[config.mk]
export PLATFORM = sky130hd
export DESIGN_NAME = ssc_port
export DESIGN_NICKNAME = d
export VERILOG_FILES = /design/src/rtl/ssc_pkg.sv /design/src/rtl/ssc_sync.sv /design/src/rtl/ssc_port.sv
export VERILOG_INCLUDE_DIRS = /design/src /design/src/rtl
export SDC_FILE = /design/constraint.sdc
export NUM_CORES = 1
export LEC_CHECK = 0
export BUFFER_PORTS_ARGS = -buffer_cell sky130_fd_sc_hd__buf_2
export CAP_MARGIN = 0
export CORE_UTILIZATION = 51
export DETAILED_ROUTE_END_ITERATION = 8
export PLACE_DENSITY = 0.74
export SLEW_MARGIN = 20
export SYNTH_ARGS = -nofsm -noshare
export SYNTH_HDL_FRONTEND = slang
export SYNTH_SLANG_ARGS = --single-unit
[constraint.sdc]
create_clock -name clk_sys_in -period 4.08 [get_ports clk_sys_in]
set_input_delay 0.816 -clock clk_sys_in [delete_from_list [all_inputs] [get_ports clk_sys_in]]
set_output_delay 0.816 -clock clk_sys_in [all_outputs]
set_load 0.005 [all_outputs]
[src/rtl/ssc_defines.svh]
`ifndef SSC_DEFINES_SVH
`define SSC_DEFINES_SVH

// timing
`define SSC_CLK_PERIOD_NS 10
`define SSC_POR_TIME_NS 250000
`define SSC_POR_CYCLES (`SSC_POR_TIME_NS / `SSC_CLK_PERIOD_NS)

// frame edge numbers (rising serial clock edges)
`define SSC_EDGE_RW 6'h01
`define SSC_EDGE_ADDR_FIRST 6'h02
`define SSC_EDGE_ADDR_LAST 6'h07
`define SSC_EDGE_DATA_FIRST 6'h08
`define SSC_EDGE_DATA_LAST 6'h1f
`define SSC_EDGE_FRAME 6'h20
`define SSC_EDGE_CAP 6'h21

// register addresses
`define SSC_ADDR_ID 6'h00
`define SSC_ADDR_PWR 6'h01
`define SSC_ADDR_REFDIV 6'h02
`define SSC_ADDR_INTG 6'h03
`define SSC_ADDR_FRAC 6'h04
`define SSC_ADDR_SEED 6'h05
`define SSC_ADDR_MOD 6'h06

// reset values
`define SSC_PART_IDENTITY 24'h00a5c3
`define SSC_PWR_DEF 10'h001
`define SSC_REFDIV_DEF 14'h0001
`define SSC_INTG_DEF 16'h00c8
`define SSC_FRAC_DEF 24'h000000
`define SSC_SEED_DEF 24'h000000
`define SSC_MOD_DEF 2'h3

// field positions
`define SSC_SWRST_BIT 0
`define SSC_PIN_SEL_BIT 0
`define SSC_FROM_REG_BIT 1
`define SSC_KEEP_LO 2
`define SSC_KEEP_HI 8
`define SSC_DIG_IO_BIT 8
`define SSC_FE_SYNC_BIT 9
`define SSC_FRAC_RSTB_BIT 0
`define SSC_BUFF_RSTB_BIT 1
`define SSC_INTG_UPPER_LO 5

`endif

[src/rtl/ssc_pkg.sv]
package ssc_pkg;
   typedef enum logic [1:0] {ssc_por, ssc_idle, ssc_frame} ssc_state_t;
endpackage

[src/rtl/ssc_sync.sv]
module ssc_sync #(
   parameter int WIDTH = 1
) (
   input wire logic clk_sys_in,
   input wire logic srst_in,
   input wire logic [WIDTH-1:0] async_in,
   output logic [WIDTH-1:0] sync_out
);
   logic [WIDTH-1:0] stage1;

   always_ff @(posedge clk_sys_in)
   begin
      if (srst_in)
      begin
         stage1 <= '0;
         sync_out <= '0;
      end
      else
      begin
         stage1 <= async_in;
         sync_out <= stage1;
      end
   end
endmodule

[src/rtl/ssc_port.sv]
`include "ssc_defines.svh"

// Operation
// - first rising edge, low input means write
// - first rising edge, high input means read
// - address captured on rising edges 2-7
// - 24 write data bits on edges 8-31
// - read drives 24 bits on edges 8-31
// - lock indicator restored on 32nd rising edge
// - chip disabled: writes work, readback off
// - source select cleared: register bit enables
// - per-block keep-on options during power down
// - power-on reset restores defaults after 250us
// - soft-reset strobe restores register defaults
// - divider writes take effect at once
// - integer mode when modulator resets cleared
// - flag divider mis-load on upper-bit collapse
// - source field one: pin, zero: register
// - write address zero bit 0 is reset
module ssc_port
   import ssc_pkg::*;
#(
   parameter int POR_CYCLES = `SSC_POR_CYCLES,
   parameter logic [23:0] PART_IDENTITY = `SSC_PART_IDENTITY // arbitrary
) (
   input wire logic clk_sys_in,
   input wire logic srst_in,
   input wire logic frame_select_in,
   input wire logic serial_clk_in,
   input wire logic serial_in_line_in,
   input wire logic chip_enable_in,
   input wire logic lock_indicator_in,
   output logic lock_or_serial_out,
   output logic lock_or_serial_oe_n_out,
   output logic [13:0] ref_div_out,
   output logic [15:0] int_div_out,
   output logic [23:0] frac_div_out,
   output logic [23:0] seed_out,
   output logic modulator_on_out,
   output logic power_down_out,
   output logic [6:0] keep_on_out,
   output logic pfd_sync_sleep_out,
   output logic divider_misload_out,
   output logic por_done_out
);
   logic sen_s, sclk_s, sdi_s, ce_s, lock_s, sclk_d, rise;
   ssc_state_t state, next_state;
   logic [31:0] por_cnt, next_por_cnt;
   logic [5:0] cnt, next_cnt, addr, next_addr, n;
   logic rw, next_rw, rd_active, next_rd_active, pin, next_pin;
   logic misload, next_misload, pd, next_pd, en;
   logic [23:0] sh, next_sh, rd_sh, next_rd_sh, rd_word;
   logic [9:0] pwr, next_pwr;
   logic [13:0] refdiv, next_refdiv;
   logic [15:0] intg, next_intg;
   logic [23:0] frac, next_frac, seed, next_seed;
   logic [1:0] modc, next_modc;

   ssc_sync #(.WIDTH(5)) u_sync (
      .clk_sys_in(clk_sys_in),
      .srst_in(srst_in),
      .async_in({frame_select_in, serial_clk_in, serial_in_line_in,
         chip_enable_in, lock_indicator_in}),
      .sync_out({sen_s, sclk_s, sdi_s, ce_s, lock_s})
   );

   assign rise = sclk_s & ~sclk_d;
   assign n = cnt + 6'h01;
   // enable source: pin or register bit
   assign en = pwr[`SSC_PIN_SEL_BIT] ? ce_s : pwr[`SSC_FROM_REG_BIT];

   always_comb
   begin
      case ({addr[4:0], sdi_s})
         `SSC_ADDR_ID: rd_word = PART_IDENTITY;
         `SSC_ADDR_PWR: rd_word = {14'h0000, pwr};
         `SSC_ADDR_REFDIV: rd_word = {10'h000, refdiv};
         `SSC_ADDR_INTG: rd_word = {8'h00, intg};
         `SSC_ADDR_FRAC: rd_word = frac;
         `SSC_ADDR_SEED: rd_word = seed;
         `SSC_ADDR_MOD: rd_word = {22'h000000, modc};
         default: rd_word = 24'h000000;
      endcase
   end

   always_comb
   begin
      next_state = state;
      next_por_cnt = por_cnt;
      next_cnt = cnt;
      next_addr = addr;
      next_rw = rw;
      next_sh = sh;
      next_rd_sh = rd_sh;
      next_rd_active = rd_active & en;
      next_misload = 1'b0;
      next_pwr = pwr;
      next_refdiv = refdiv;
      next_intg = intg;
      next_frac = frac;
      next_seed = seed;
      next_modc = modc;
      next_pin = pin;
      case (state)
         ssc_por:
         begin
            if (por_cnt >= 32'(POR_CYCLES - 1))
               next_state = ssc_idle;
            else
               next_por_cnt = por_cnt + 32'h1;
         end
         ssc_idle, ssc_frame:
         begin
            if (!sen_s)
            begin
               // commit only complete write frames
               if (state == ssc_frame && cnt == `SSC_EDGE_FRAME && !rw)
               begin
                  case (addr)
                     `SSC_ADDR_ID:
                     begin
                        if (sh[`SSC_SWRST_BIT])
                        begin
                           next_pwr = `SSC_PWR_DEF;
                           next_refdiv = `SSC_REFDIV_DEF;
                           next_intg = `SSC_INTG_DEF;
                           next_frac = `SSC_FRAC_DEF;
                           next_seed = `SSC_SEED_DEF;
                           next_modc = `SSC_MOD_DEF;
                        end
                     end
                     `SSC_ADDR_PWR: next_pwr = sh[9:0];
                     `SSC_ADDR_REFDIV: next_refdiv = sh[13:0];
                     `SSC_ADDR_INTG:
                     begin
                        next_intg = sh[15:0];
                        next_misload = (intg[15:5] & sh[15:5]) == 11'h000;
                     end
                     `SSC_ADDR_FRAC: next_frac = sh;
                     `SSC_ADDR_SEED: next_seed = sh;
                     `SSC_ADDR_MOD: next_modc = sh[1:0];
                     default: next_modc = modc;
                  endcase
               end
               next_state = ssc_idle;
               next_cnt = 6'h00;
               next_rd_active = 1'b0;
            end
            else
            begin
               next_state = ssc_frame;
               if (rise && cnt != `SSC_EDGE_CAP)
               begin
                  next_cnt = n;
                  if (n == `SSC_EDGE_RW)
                     next_rw = sdi_s;
                  if (n >= `SSC_EDGE_ADDR_FIRST && n <= `SSC_EDGE_ADDR_LAST)
                     next_addr = {addr[4:0], sdi_s};
                  if (n == `SSC_EDGE_ADDR_LAST)
                     next_rd_sh = rd_word;
                  if (n >= `SSC_EDGE_DATA_FIRST && n <= `SSC_EDGE_DATA_LAST)
                  begin
                     if (!rw)
                        next_sh = {sh[22:0], sdi_s};
                     else
                     begin
                        next_rd_active = en;
                        next_pin = rd_sh[23];
                        next_rd_sh = {rd_sh[22:0], 1'b0};
                     end
                  end
                  if (n == `SSC_EDGE_FRAME)
                     next_rd_active = 1'b0;
               end
            end
         end
         default: next_state = ssc_idle;
      endcase
   end

   always_ff @(posedge clk_sys_in)
   begin
      if (srst_in)
      begin
         state <= ssc_por;
         por_cnt <= 32'h0;
         sclk_d <= 1'b0;
         cnt <= 6'h00;
         addr <= 6'h00;
         rw <= 1'b0;
         sh <= 24'h000000;
         rd_sh <= 24'h000000;
         rd_active <= 1'b0;
         pin <= 1'b0;
         misload <= 1'b0;
         pd <= 1'b0;
         pwr <= `SSC_PWR_DEF;
         refdiv <= `SSC_REFDIV_DEF;
         intg <= `SSC_INTG_DEF;
         frac <= `SSC_FRAC_DEF;
         seed <= `SSC_SEED_DEF;
         modc <= `SSC_MOD_DEF;
      end
      else
      begin
         state <= next_state;
         por_cnt <= next_por_cnt;
         sclk_d <= sclk_s;
         cnt <= next_cnt;
         addr <= next_addr;
         rw <= next_rw;
         sh <= next_sh;
         rd_sh <= next_rd_sh;
         rd_active <= next_rd_active;
         pin <= next_pin;
         misload <= next_misload;
         pd <= ~en;
         pwr <= next_pwr;
         refdiv <= next_refdiv;
         intg <= next_intg;
         frac <= next_frac;
         seed <= next_seed;
         modc <= next_modc;
      end
   end

   // shared pin: read data or lock indicator
   always_ff @(posedge clk_sys_in)
   begin
      if (srst_in)
         lock_or_serial_out <= 1'b0;
      else
         lock_or_serial_out <= next_rd_active ? next_pin : lock_s;
   end

   assign lock_or_serial_oe_n_out = pd & ~pwr[`SSC_DIG_IO_BIT];
   assign ref_div_out = refdiv;
   assign int_div_out = intg;
   assign frac_div_out = frac;
   assign seed_out = seed;
   assign modulator_on_out = modc[`SSC_FRAC_RSTB_BIT] &
      modc[`SSC_BUFF_RSTB_BIT];
   assign power_down_out = pd;
   assign keep_on_out = pwr[`SSC_KEEP_HI:`SSC_KEEP_LO];
   assign pfd_sync_sleep_out = pwr[`SSC_FE_SYNC_BIT];
   assign divider_misload_out = misload;
   assign por_done_out = (state != ssc_por);

   property p_rw_flag;
      @(posedge clk_sys_in) disable iff (srst_in)
      (state != ssc_por && sen_s && rise && cnt == 6'h00)
         |=> (rw == $past(sdi_s));
   endproperty
   a_rw_flag: assert property (p_rw_flag)
      else $error("read/write flag not captured");

   property p_addr_bit;
      @(posedge clk_sys_in) disable iff (srst_in)
      (state == ssc_frame && sen_s && rise && cnt == 6'h06)
         |=> (addr[0] == $past(sdi_s)) && (addr[5:1] == $past(addr[4:0]));
   endproperty
   a_addr_bit: assert property (p_addr_bit)
      else $error("address bit not captured");

   property p_intg_write;
      @(posedge clk_sys_in) disable iff (srst_in)
      (state == ssc_frame && !sen_s && cnt == 6'h20 && !rw && addr == 6'h03)
         |=> (int_div_out == $past(sh[15:0]));
   endproperty
   a_intg_write: assert property (p_intg_write)
      else $error("integer divider not updated at once");

   property p_short_frame;
      @(posedge clk_sys_in) disable iff (srst_in)
      (state == ssc_frame && !sen_s && cnt != 6'h20)
         |=> $stable(int_div_out) && $stable(frac_div_out) && $stable(pwr);
   endproperty
   a_short_frame: assert property (p_short_frame)
      else $error("partial frame altered a register");

   property p_read_start;
      @(posedge clk_sys_in) disable iff (srst_in)
      (state == ssc_frame && sen_s && rise && cnt == 6'h07 && rw && en)
         |=> rd_active ##1 (lock_or_serial_out == $past(pin));
   endproperty
   a_read_start: assert property (p_read_start)
      else $error("read data not driven from edge eight");

   property p_lock_back;
      @(posedge clk_sys_in) disable iff (srst_in)
      (sen_s && rise && cnt == 6'h1f) |=> !rd_active ##1
         (lock_or_serial_out == $past(lock_s));
   endproperty
   a_lock_back: assert property (p_lock_back)
      else $error("lock indicator not restored");

   property p_pd_read;
      @(posedge clk_sys_in) disable iff (srst_in)
      !en |=> !rd_active;
   endproperty
   a_pd_read: assert property (p_pd_read)
      else $error("read active while disabled");

   property p_reg_enable;
      @(posedge clk_sys_in) disable iff (srst_in)
      (!pwr[0] && $stable(pwr)) |=> (power_down_out == !$past(pwr[1]));
   endproperty
   a_reg_enable: assert property (p_reg_enable)
      else $error("register enable not followed");

   property p_soft_reset;
      @(posedge clk_sys_in) disable iff (srst_in)
      (state == ssc_frame && !sen_s && cnt == 6'h20 && !rw
         && addr == 6'h00 && sh[0])
         |=> (int_div_out == 16'h00c8) && (pwr == 10'h001);
   endproperty
   a_soft_reset: assert property (p_soft_reset)
      else $error("soft reset did not restore defaults");

   property p_misload;
      @(posedge clk_sys_in) disable iff (srst_in)
      (state == ssc_frame && !sen_s && cnt == 6'h20 && !rw && addr == 6'h03)
         |=> (divider_misload_out ==
            (($past(intg[15:5]) & $past(sh[15:5])) == 11'h000));
   endproperty
   a_misload: assert property (p_misload)
      else $error("mis-load flag wrong");

   property p_por_end;
      @(posedge clk_sys_in) disable iff (srst_in)
      (state == ssc_por && por_cnt >= 32'(POR_CYCLES - 1))
         |=> por_done_out && (int_div_out == 16'h00c8);
   endproperty
   a_por_end: assert property (p_por_end)
      else $error("power-on reset did not finish");
endmodule

==> results.py, run 1 <==
metrics = {
    "clock_network": {
        "cts-resized-gates": 0,
        "htree_num_levels": 1,
        "cts_root_buf": "clkbuf_16",
        "cts_sinks": 201,
        "ctsHoldBuffers": 0,
        "cts_buffer_depth": 3,
        "clk_latency_ns": 0.51,
        "post_cts_buffers": 0,
        "numCtsBuffers": 22,
        "cts_tree": "built",
        "cts.clk_slew.worst_paths_ns": 0.06,
    },
    "timing": {
        "rsz0062_at_grt": "false",
        "finalCritPeriodShare_pct": 73.62,
        "final-hold-violation-count": 0,
        "setup_viol": 0,
        "relSlewSlack_pct": 36.69,
        "hold_slack_ns": 0.4414,
        "setup_tns_ns": 0,
        "tightestPinTransition_ns": 0.9496,
        "max_freq_mhz": 332.9,
        "finalMaxSlewViolations": 0,
        "fin_crit_ns": 3.004,
        "clock_skew_ns": 0.01376,
    },
    "detailed_routing": {
        "drtIter0Drc": 710,
        "vias": 7792,
        "ant_nets": 0,
        "dr.pass1.iters": 5,
        "avgRoutedWirePerCell_um": 17.97,
        "via_per_inst": 5.881,
        "finalWirelength_mm": 23.81,
        "drc": 0,
    },
    "synth": {
        "ys.flop_type": "dfxtp_1",
        "ys.warnings.count": 0,
        "synth_top_family_by_area": "simple AND/OR/NAND/NOR gates",
        "ys_seq_area_share_pct": 46.37,
        "synth_cells": 1043,
        "synth_edf_count": 0,
        "synth-async-reset-ratio_pct": 0,
        "muxShareOfSynthArea_pct": 4.412,
        "synth.distinct_cells": 62,
        "synth_fa_ha_area_share_pct": 1.298,
        "synth.cell_area_mm2": 0.008677,
        "synth_simple_gate_area_share_pct": 24.80,
        "synth_xor_area_share_pct": 0.5047,
        "synthesis.nets": 1059,
        "synth_seq_cells": 201,
        "synth_compound_area_share_pct": 17.65,
        "avgSynthCellArea_um2": 8.319,
    },
    "finish": {
        "syn_to_final_growth_pct": 14.29,
        "n_fill_cell": 1497,
        "nets": 1109,
        "stdcell_area_mm2": 0.009917,
        "drive_gt1_share_pct": 15.57,
        "ff_latch_area_mm2": 0.004025,
        "n_antenna_cell": 0,
        "final_util_pct": 59.80,
        "fin_cells": 1325,
        "multi_input_area_mm2": 0.004228,
    },
    "grt": {
        "grt_pass1_vias": 7256,
        "use_met2_pct": 41.67,
        "grt_pass1_wl_mm": 38.52,
        "use_met3_pct": 3.946,
        "antenna_found_initial": 0,
        "grt_util_met1_pct": 39.17,
        "grt_usage_pct": 27.19,
        "grt_max_degree": 91,
        "grt.overflow.total": 0,
        "grt.busiest_layer": "met2",
    },
    "critical_path": {
        "path_class": "register to register",
        "start_kind": "register",
        "rrSetupSlack_ns": 1.08,
        "regToRegStartpoint": "cnt[1]$_SDFFE_PP0P_",
        "endpoint": "rd_sh[19]$_SDFFE_PP0P_",
        "cp.arrival_ns": 3.44,
        "critPathRequiredTime_ns": 4.51,
        "worstSetupStartpoint": "cnt[1]$_SDFFE_PP0P_",
        "crit_path_end_kind": "register",
        "reg2reg_depth": 7,
        "reg2reg_to": "rd_sh[19]$_SDFFE_PP0P_",
        "path_max_fanout": 17,
    },
    "power": {
        "ir_drop_mv": 0.3136,
        "p_leak_nw": 3.722,
        "power_density_mw_per_mm2": 415.4,
    },
    "placement": {
        "post-place-cells": 1289,
        "place.gp.congestion": 0.8948,
        "post_dp_cell_area_mm2": 0.009183,
        "place.port_buffers": 98,
        "hpwl_mm": 15.85,
    },
    "die": {
        "coreArea_mm2": 0.01658,
        "die_w_um": 132.4,
        "die_area_mm2": 0.01754,
        "num_rows": 47,
        "start_util_pct": 52.32,
        "ios": 99,
        "fp.dieH_um": 132.4,
    },
    "outcome": {
        "status": "finished, final reports clean",
    },
    "flow_run": {
        "maxCapViolCount": 0,
    },
    "hold_path": {
        "hp-class": "register to register",
    },
}
-- cell usage after synthesis (all sizes together), types with 4 or more instances --
library cell    n  area (um^2)
a2111oi         4        41.29
a21oi         136        680.7
a221o          13        130.1
a221oi          7        61.31
a22oi          25        187.7
a31oi           5        37.53
and2            7        43.80
buf            38        201.4
clkbuf         50        187.7
dfxtp         201         4024
ha              9        112.6
inv            11        41.29
mux2           10        112.6
mux2i          27        270.3
nand2         202        758.2
nand2b         11        76.32
nand3          50        250.2
nand4          13        81.33
nor2           40        152.6
nor2b          52        327.8
nor3           22        125.1
nor4            8        50.05
o21ai          33        165.2
o31ai           5        42.54
or3            11        68.82
or4             7        52.55
-- final cells by class --
type | count | area share, %
Multi-Input combinational cell | 743 | 42.63
Sequential cell | 201 | 40.59
Clock buffer | 32 | 6.447
Timing Repair Buffer | 114 | 6.182
Tap cell | 220 | 2.776
Clock inverter | 4 | 0.9589
Inverter | 11 | 0.4164
-- through the flow --
| stage | setup slack, ns | total power, W |
|---|---|---|
| floorplan | 1.793 | 0.002100 |
| global placement | 1.225 | 0.002126 |
| detailed placement | 1.132 | 0.002128 |
| CTS | 1.102 | 0.004142 |
| global route | 0.8737 | 0.004229 |
| finish | 1.076 | 0.004120 |
-- power by group --
| group | switching (W) | internal [W] |
|---|---|---|
| clock | 0.000766 | 0.00127 |
| combinational | 0.0000688 | 0.0000294 |
| sequential | 0.0000139 | 0.00197 |
-- metal layers --
layer	routed length [um]	vias up	part of all wire [%]
met2	10490	321	44
met3	1902	52	8.0
li1	-	3737	-
met5	0	-	0
met1	10760	3682	45
met4	659	0	2.8
-- sequential cells by signal (all words and copies together), names as in the netlist, 5 cells and up --
name and count:
por_cnt 32, frac_div_out 24, rd_sh 24, seed_out 24
sh 24, int_div_out 16, ref_div_out 14, pwr 10
addr 6, cnt 6, u_sync.stage1 5, u_sync.sync_out 5
-- placed cells by master, fill, tap and decap left out, types with 4 or more instances in the layout --
cell	instances
nand2_1	202
dfxtp_1	200
a21oi_1	136
buf_2	97
nor2b_1	51
nand3_1	50
nor2_1	39
mux2i_1	27
a22oi_1	25
clkbuf_16	23
o21ai_0	22
nor3_1	18
buf_4	17
nand4_1	13
a221o_1	13
inv_1	11
o21ai_1	11
or3_1	11
nand2b_1	10
mux2_2	10
ha_1	9
nor4_1	8
or4_1	7
a221oi_1	7
and2_1	6
clkbuf_1	6
nor3_2	4
a31oi_1	4
o31ai_1	4
-- worst min path at each step --
stage,start,to,slack [ns],cells past startpoint
5_1_grt,u_sync.stage1[2]$_SDFF_PP0_,u_sync.sync_out[2]$_SDFF_PP0_,0.45,1
3_5_place_dp,u_sync.stage1[1]$_SDFF_PP0_,u_sync.sync_out[1]$_SDFF_PP0_,0.43,1
2_1_floorplan,u_sync.stage1[0]$_SDFF_PP0_,u_sync.sync_out[0]$_SDFF_PP0_,0.41,1
3_3_place_gp,u_sync.stage1[3]$_SDFF_PP0_,u_sync.sync_out[3]$_SDFF_PP0_,0.42,1
4_1_cts,u_sync.stage1[2]$_SDFF_PP0_,u_sync.sync_out[2]$_SDFF_PP0_,0.45,1
6_report,u_sync.stage1[2]$_SDFF_PP0_,u_sync.sync_out[2]$_SDFF_PP0_,0.44,1
-- worst max-delay path: stages, from the launching register on --
cell and delay (ns):
dfxtp_1 0.54, inv_1 0.14, ha_1 0.24, a211o_1 0.45
nand2b_4 0.23, or4_1 0.80, or2_4 0.39, o21ai_1 0.14
-- logic make-up after synthesis --
family,count (synthesis)
AOI/OAI and AO/OA,250
xor gates and xnor gates,5
buffers and inverters,99
and+or+nand+nor,442
adders and majority gates,9
muxes,37
DFF,201
Note: power is estimated with default switching activity, not from simulation.
==> run 2, diff against run 1 <==
Settings changed: PLACE_DENSITY 0.74 to 0.77.
Clock period 4.08 ns to 2.5 ns, I/O delays scaled along.
==> results.py, run 2 (synthesized netlist as in run 1, its figures left out) <==
metrics = {
    "clock_network": {
        "cts_tree": "built",
        "numCtsBuffers": 20,
        "post_cts_buffers": 0,
        "ctsHoldBuffers": 0,
        "cts.clk_slew.worst_paths_ns": 0.06,
        "cts_root_buf": "clkbuf_16",
        "cts_buffer_depth": 3,
        "clk_latency_ns": 0.50,
        "cts_sinks": 201,
        "htree_num_levels": 1,
    },
    "placement": {
        "place.gp.congestion": 0.9484,
        "hpwl_mm": 16.11,
        "place.port_buffers": 98,
        "post-place-cells": 1323,
    },
    "die": {
        "start_util_pct": 52.32,
        "num_rows": 47,
        "die_area_mm2": 0.01754,
        "ios": 99,
        "coreArea_mm2": 0.01658,
        "fp.dieH_um": 132.4,
        "die_w_um": 132.4,
    },
    "power": {
        "p_leak_nw": 3.885,
        "ir_drop_mv": 0.5063,
        "total_power_w": 0.006528,
        "power_density_mw_per_mm2": 640.7,
    },
    "timing": {
        "tightestPinTransition_ns": 1.078,
        "final-hold-violation-count": 0,
        "clock_skew_ns": 0.008077,
        "setup_viol": 0,
        "max_freq_mhz": 426.7,
        "setup_tns_ns": 0,
        "fin_crit_ns": 2.344,
        "finalCritPeriodShare_pct": 93.75,
        "relSlewSlack_pct": 27.57,
        "hold_slack_ns": 0.2091,
        "finalMaxSlewViolations": 0,
    },
    "critical_path": {
        "crit_buf_inv": 2,
        "path_class": "register to register",
        "max_stage_delay_ns": 0.57,
        "start_kind": "register",
        "critPathSlowestCell": "or4_4",
        "path_max_fanout": 10,
        "critPathTopFamily": "simple AND/OR/NAND/NOR gates",
        "critPathRequiredTime_ns": 2.94,
        "cp.arrival_ns": 2.78,
        "crit_path_end_kind": "register",
        "cp_cell_sequence": "inv_1 > ha_4 > nand2_1 > a211o_1 > nand2b_4 > or4_4 > buf_4 > a21oi_1 > a221o_1",
    },
    "finish": {
        "top_register": "por_cnt",
        "final_common_cell": "nand2_1",
        "n_antenna_cell": 0,
        "fin_cells": 1356,
        "largest_reg_flops": 32,
        "final_cell_mix": "202 x nand2_1, 198 x dfxtp_1, 136 x a21oi_1",
        "nets": 1141,
        "syn_to_final_growth_pct": 17.43,
        "drive_gt1_share_pct": 18.75,
    },
    "grt": {
        "antenna_found_initial": 0,
        "grt_pass1_vias": 7302,
        "grt_pass1_wl_mm": 38.73,
        "grt_max_degree": 174,
        "grt_usage_pct": 27.36,
        "grt.overflow.total": 0,
    },
    "detailed_routing": {
        "ant_nets": 0,
        "dr.pass1.iters": 5,
        "drtIter0Drc": 718,
        "drc": 0,
        "avgRoutedWirePerCell_um": 18.07,
        "finalWirelength_mm": 24.50,
        "vias": 7993,
        "via_per_inst": 5.895,
    },
    "hold_path": {
        "hp-class": "primary input to register",
    },
    "flow_run": {
        "maxCapViolCount": 0,
    },
    "outcome": {
        "status": "finished, final reports clean",
    },
}
run 2: changes by cell type in the layout (fill, tap and decap cells not counted), moves of 2 or more:
cell,delta
dfxtp_1,-2
clkbuf_1,-3
buf_4,+31
dfxtp_2,+2
clkbuf_8,+2
clkbuf_16,-2
buf_12,+3
run 2: worst reg2reg max path: cells and delay by family, from the launching register on:
family                     cells  cell delay, ns
and+or+nand+nor                3            0.80
AOI/OAI and AO/OA              3            0.57
DFF                            1            0.35
buffers and inverters          2            0.29
adders and majority gates      1            0.28
run 2: layout make-up:
cell class,count,area (um^2)
fillers,1456,6394
multi-input cells,743,4264
flip-flops and latches,201,4028
repair buffers,148,905.9
clock buffers,29,605.6
well taps,220,275.3
clock inverters,4,70.07
inverters,11,41.29
run 2: power by group:
group | total (W) | switching (W) | internal (W)
Combinational | 0.000183 | 0.000121 | 0.0000620
Sequential | 0.00324 | 0.0000186 | 0.00322
Clock | 0.00311 | 0.00123 | 0.00188
run 2: final timing paths:
path                                    start  slack [ns]                       endpoint  depth (start not counted)
setup / recovery        state[1]$_SDFFE_PP0N_        0.16          rd_sh[7]$_SDFFE_PP0P_                          9
hold / removal              lock_indicator_in        0.21    u_sync.stage1[0]$_SDFF_PP0_                          2
hold reg to reg   u_sync.stage1[2]$_SDFF_PP0_        0.44  u_sync.sync_out[2]$_SDFF_PP0_                          1
setup reg to reg        state[1]$_SDFFE_PP0N_        0.16          rd_sh[7]$_SDFFE_PP0P_                          9
run 2: per-stage QoR:
stage / instance area [um^2] / setup WS, ns / utilization [%]
3_5_place_dp: 9475 / 0.002330 / 57.14
2_1_floorplan: 8677 / 0.2125 / -
4_1_cts: 10150 / 0.005556 / 61.23
6_report: 10190 / 0.1562 / 61.45
5_1_grt: 10190 / -0.02024 / 61.45
3_3_place_gp: 9475 / 0.00006128 / 57.14
run 2: per-layer routing:
layer,vias up,GRT usage (%),routed length (um),part of all wire (%)
li1,3804,-,-,-
met1,3783,38.67,10800,44
met2,355,42.51,11030,45
met3,51,5.900,2179,8.9
met4,0,6.513,481,2.0
met5,-,0,0,0
run 2: what timing repair did:
action | CTS | global route
gates resized for setup | 1 | 7
setup endpoints to repair | 2 | 48
gates cloned | 0 | 0
==> run 3, diff against run 2 <==
Settings changed: CELL_PAD_IN_SITES_DETAIL_PLACEMENT set to 0, CELL_PAD_IN_SITES_GLOBAL_PLACEMENT set to 1, CORE_UTILIZATION 51 to 40, PLACE_DENSITY 0.77 to 0.79, SYNTH_HIERARCHICAL set to 1.
==> results.py, run 3 <==
metrics = {
    "outcome": {
        "status": "finished, final reports clean",
    },
    "critical_path": {
        "start_kind": "register",
        "cp.arrival_ns": 2.81,
        "path_max_fanout": 14,
        "crit_path_end_kind": "register",
        "critPathRequiredTime_ns": 2.90,
        "reg2reg_depth": 8,
        "path_class": "register to register",
    },
    "synth": {
        "synth.distinct_cells": 64,
        "ys.flop_type": "dfxtp_1",
        "synthTopCellsByCount": "201 x dfxtp_1, 157 x nand2_1, 108 x a21oi_1",
        "synth.cell_area_mm2": 0.008712,
        "ys_top_cells_by_area": "dfxtp_1 46%, nand2_1 6.8%, a21oi_1 6.2%",
        "synth_seq_cells": 201,
        "synthesis.nets": 1043,
        "synth.most_common_cell": "dfxtp_1",
        "avgSynthCellArea_um2": 8.483,
        "yosysTopAreaCell": "dfxtp_1",
        "synth-async-reset-ratio_pct": 0,
        "ys_seq_area_share_pct": 46.19,
        "synth_top_area_share_pct": 46.19,
        "synth_edf_count": 0,
        "synth_cells": 1027,
        "ys.warnings.count": 6,
    },
    "die": {
        "ios": 99,
        "num_rows": 53,
        "coreArea_mm2": 0.02122,
        "die_area_mm2": 0.02237,
        "fp.dieH_um": 149.6,
        "start_util_pct": 41.06,
        "die_w_um": 149.6,
    },
    "finish": {
        "drive_gt1_share_pct": 19.15,
        "n_antenna_cell": 0,
        "n_fill_cell": 2055,
        "final_cell_mix": "201 x dfxtp_1, 156 x nand2_1, 108 x a21oi_1",
        "ff_latch_area_mm2": 0.004024,
        "largest_reg_flops": 32,
        "syn_to_final_growth_pct": 21.44,
        "multi_input_area_mm2": 0.004333,
        "final_common_cell": "dfxtp_1",
        "fin_cells": 1408,
        "top_register": "por_cnt",
        "nets": 1132,
    },
    "clock_network": {
        "cts_sinks": 201,
        "htree_num_levels": 1,
        "clk_latency_ns": 0.53,
        "cts_root_buf": "clkbuf_16",
        "cts_buffer_depth": 3,
        "cts_tree": "built",
        "numCtsBuffers": 23,
        "cts.clk_slew.worst_paths_ns": 0.06,
    },
    "placement": {
        "pre_cts_ws_ns": -0.05636,
        "place.port_buffers": 98,
        "place.gp.congestion": 0.8217,
        "hpwl_mm": 16.50,
        "post-place-cells": 1364,
    },
    "grt": {
        "grt_pass1_vias": 7127,
        "grt.overflow.total": 0,
        "grt_pass1_wl_mm": 38.84,
        "grt_usage_pct": 21.87,
        "grt_max_degree": 67,
        "antenna_found_initial": 0,
    },
    "power": {
        "total_power_w": 0.007060,
        "p_sw_share_pct": 21.41,
        "p_seq_share_pct": 45.8,
        "p_leak_nw": 4.206,
        "comb_power_share_pct": 2.8,
        "ir_drop_mv": 0.5442,
        "power_frac_clock_pct": 51.4,
        "power_density_mw_per_mm2": 667.3,
        "power.switching_w": 0.001512,
        "p_int_w": 0.005548,
    },
    "timing": {
        "finalMaxSlewViolations": 0,
        "final-hold-violation-count": 0,
        "max_freq_mhz": 414.1,
        "fin_crit_ns": 2.415,
        "setup_viol": 0,
        "setup_tns_ns": 0,
        "setup_ws_ns": 0.08518,
        "finalCritPeriodShare_pct": 96.59,
        "tightestPinTransition_ns": 0.6426,
        "clock_skew_ns": 0.02848,
        "relSlewSlack_pct": 57.12,
    },
    "detailed_routing": {
        "ant_nets": 0,
        "avgRoutedWirePerCell_um": 17.62,
        "drc": 0,
        "dr.pass1.iters": 5,
        "finalWirelength_mm": 24.80,
        "vias": 7691,
        "drtIter0Drc": 615,
        "via_per_inst": 5.462,
    },
    "flow_run": {
        "maxCapViolCount": 0,
    },
    "hold_path": {
        "hp-class": "primary input to register",
        "holdPathStages": 2,
    },
}
run 3: metal layers:
layer	GRT usage, %	share of wire, %	up-vias
met3	2.744	5.0	33
met4	5.969	1.9	0
met1	31.20	48	3651
met5	0	0	-
met2	34.42	45	198
li1	-	-	3809
run 3: critical path, stage by stage, from the launching register on:
cell       delay, ns
dfxtp_1         0.33
inv_1           0.10
ha_4            0.13
nor4b_1         0.24
o2111ai_1       0.14
or4_1           0.46
a21o_4          0.27
nor4_2          0.28
mux2_1          0.34
run 3: layout make-up:
type	count	area share [%]
flip-flops and latches	201	38.03
clock buffers	34	6.587
multi-input cells	728	40.95
clock inverters	8	1.277
inverters	9	0.3193
repair buffers	153	9.579
well taps	275	3.252
run 3: path summary, 6_finish.rpt:
path,slack [ns],endpoint,startpoint
min,0.20,u_sync/stage1[2]$_SDFF_PP0_,serial_in_line_in
max,0.09,por_cnt[13]$_SDFFE_PP0P_,state[1]$_SDFFE_PP0N_
min reg2reg,0.44,u_sync/sync_out[2]$_SDFF_PP0_,u_sync/stage1[2]$_SDFF_PP0_
max reg2reg,0.09,por_cnt[13]$_SDFFE_PP0P_,state[1]$_SDFFE_PP0N_
run 3: what timing repair did:
action,4_1_cts,5_1_grt
endpoints found under the setup margin,4,45
setup buffers,0,2
hold buffers,0,0
resized for setup,3,11
pin swaps,0,1
run 3: through the flow:
step                      util, %  instance area (um^2)  hold slack, ns
after floorplan                 -                  8717          0.4138
after global placement      45.55                  9667          0.4234
after detailed placement    45.55                  9667          0.4246
after CTS                   49.52                 10510          0.1861
after global routing        49.86                 10580          0.2005
final                       49.86                 10580          0.2008
run 3: power by group through the flow:
| stage | combinational, W | clock (W) | sequential, W |
|---|---|---|---|
| after floorplan | 0.000123 | 0 | 0.00330 |
| after global placement | 0.000188 | 0 | 0.00331 |
| after detailed placement | 0.000189 | 0 | 0.00331 |
| after CTS | 0.000190 | 0.00368 | 0.00323 |
| after global routing | 0.000215 | 0.00382 | 0.00323 |
| final | 0.000196 | 0.00363 | 0.00323 |
run 3: cell families (layout without fill, tap and decap cells):
| kind of cell | after synthesis | count (layout) | share of synthesized area [%] |
|---|---|---|---|
| AO/OA/AOI/OAI | 240 | 240 | 17.87 |
| XOR/XNOR | 3 | 3 | 0.3016 |
| adder cells (fa/ha/maj) | 9 | 9 | 1.293 |
| buffers and inverters | 98 | 204 | 5.084 |
| flip-flops | 201 | 201 | 46.19 |
| multiplexers | 52 | 52 | 6.118 |
| AND/OR/NAND/NOR | 424 | 424 | 23.15 |
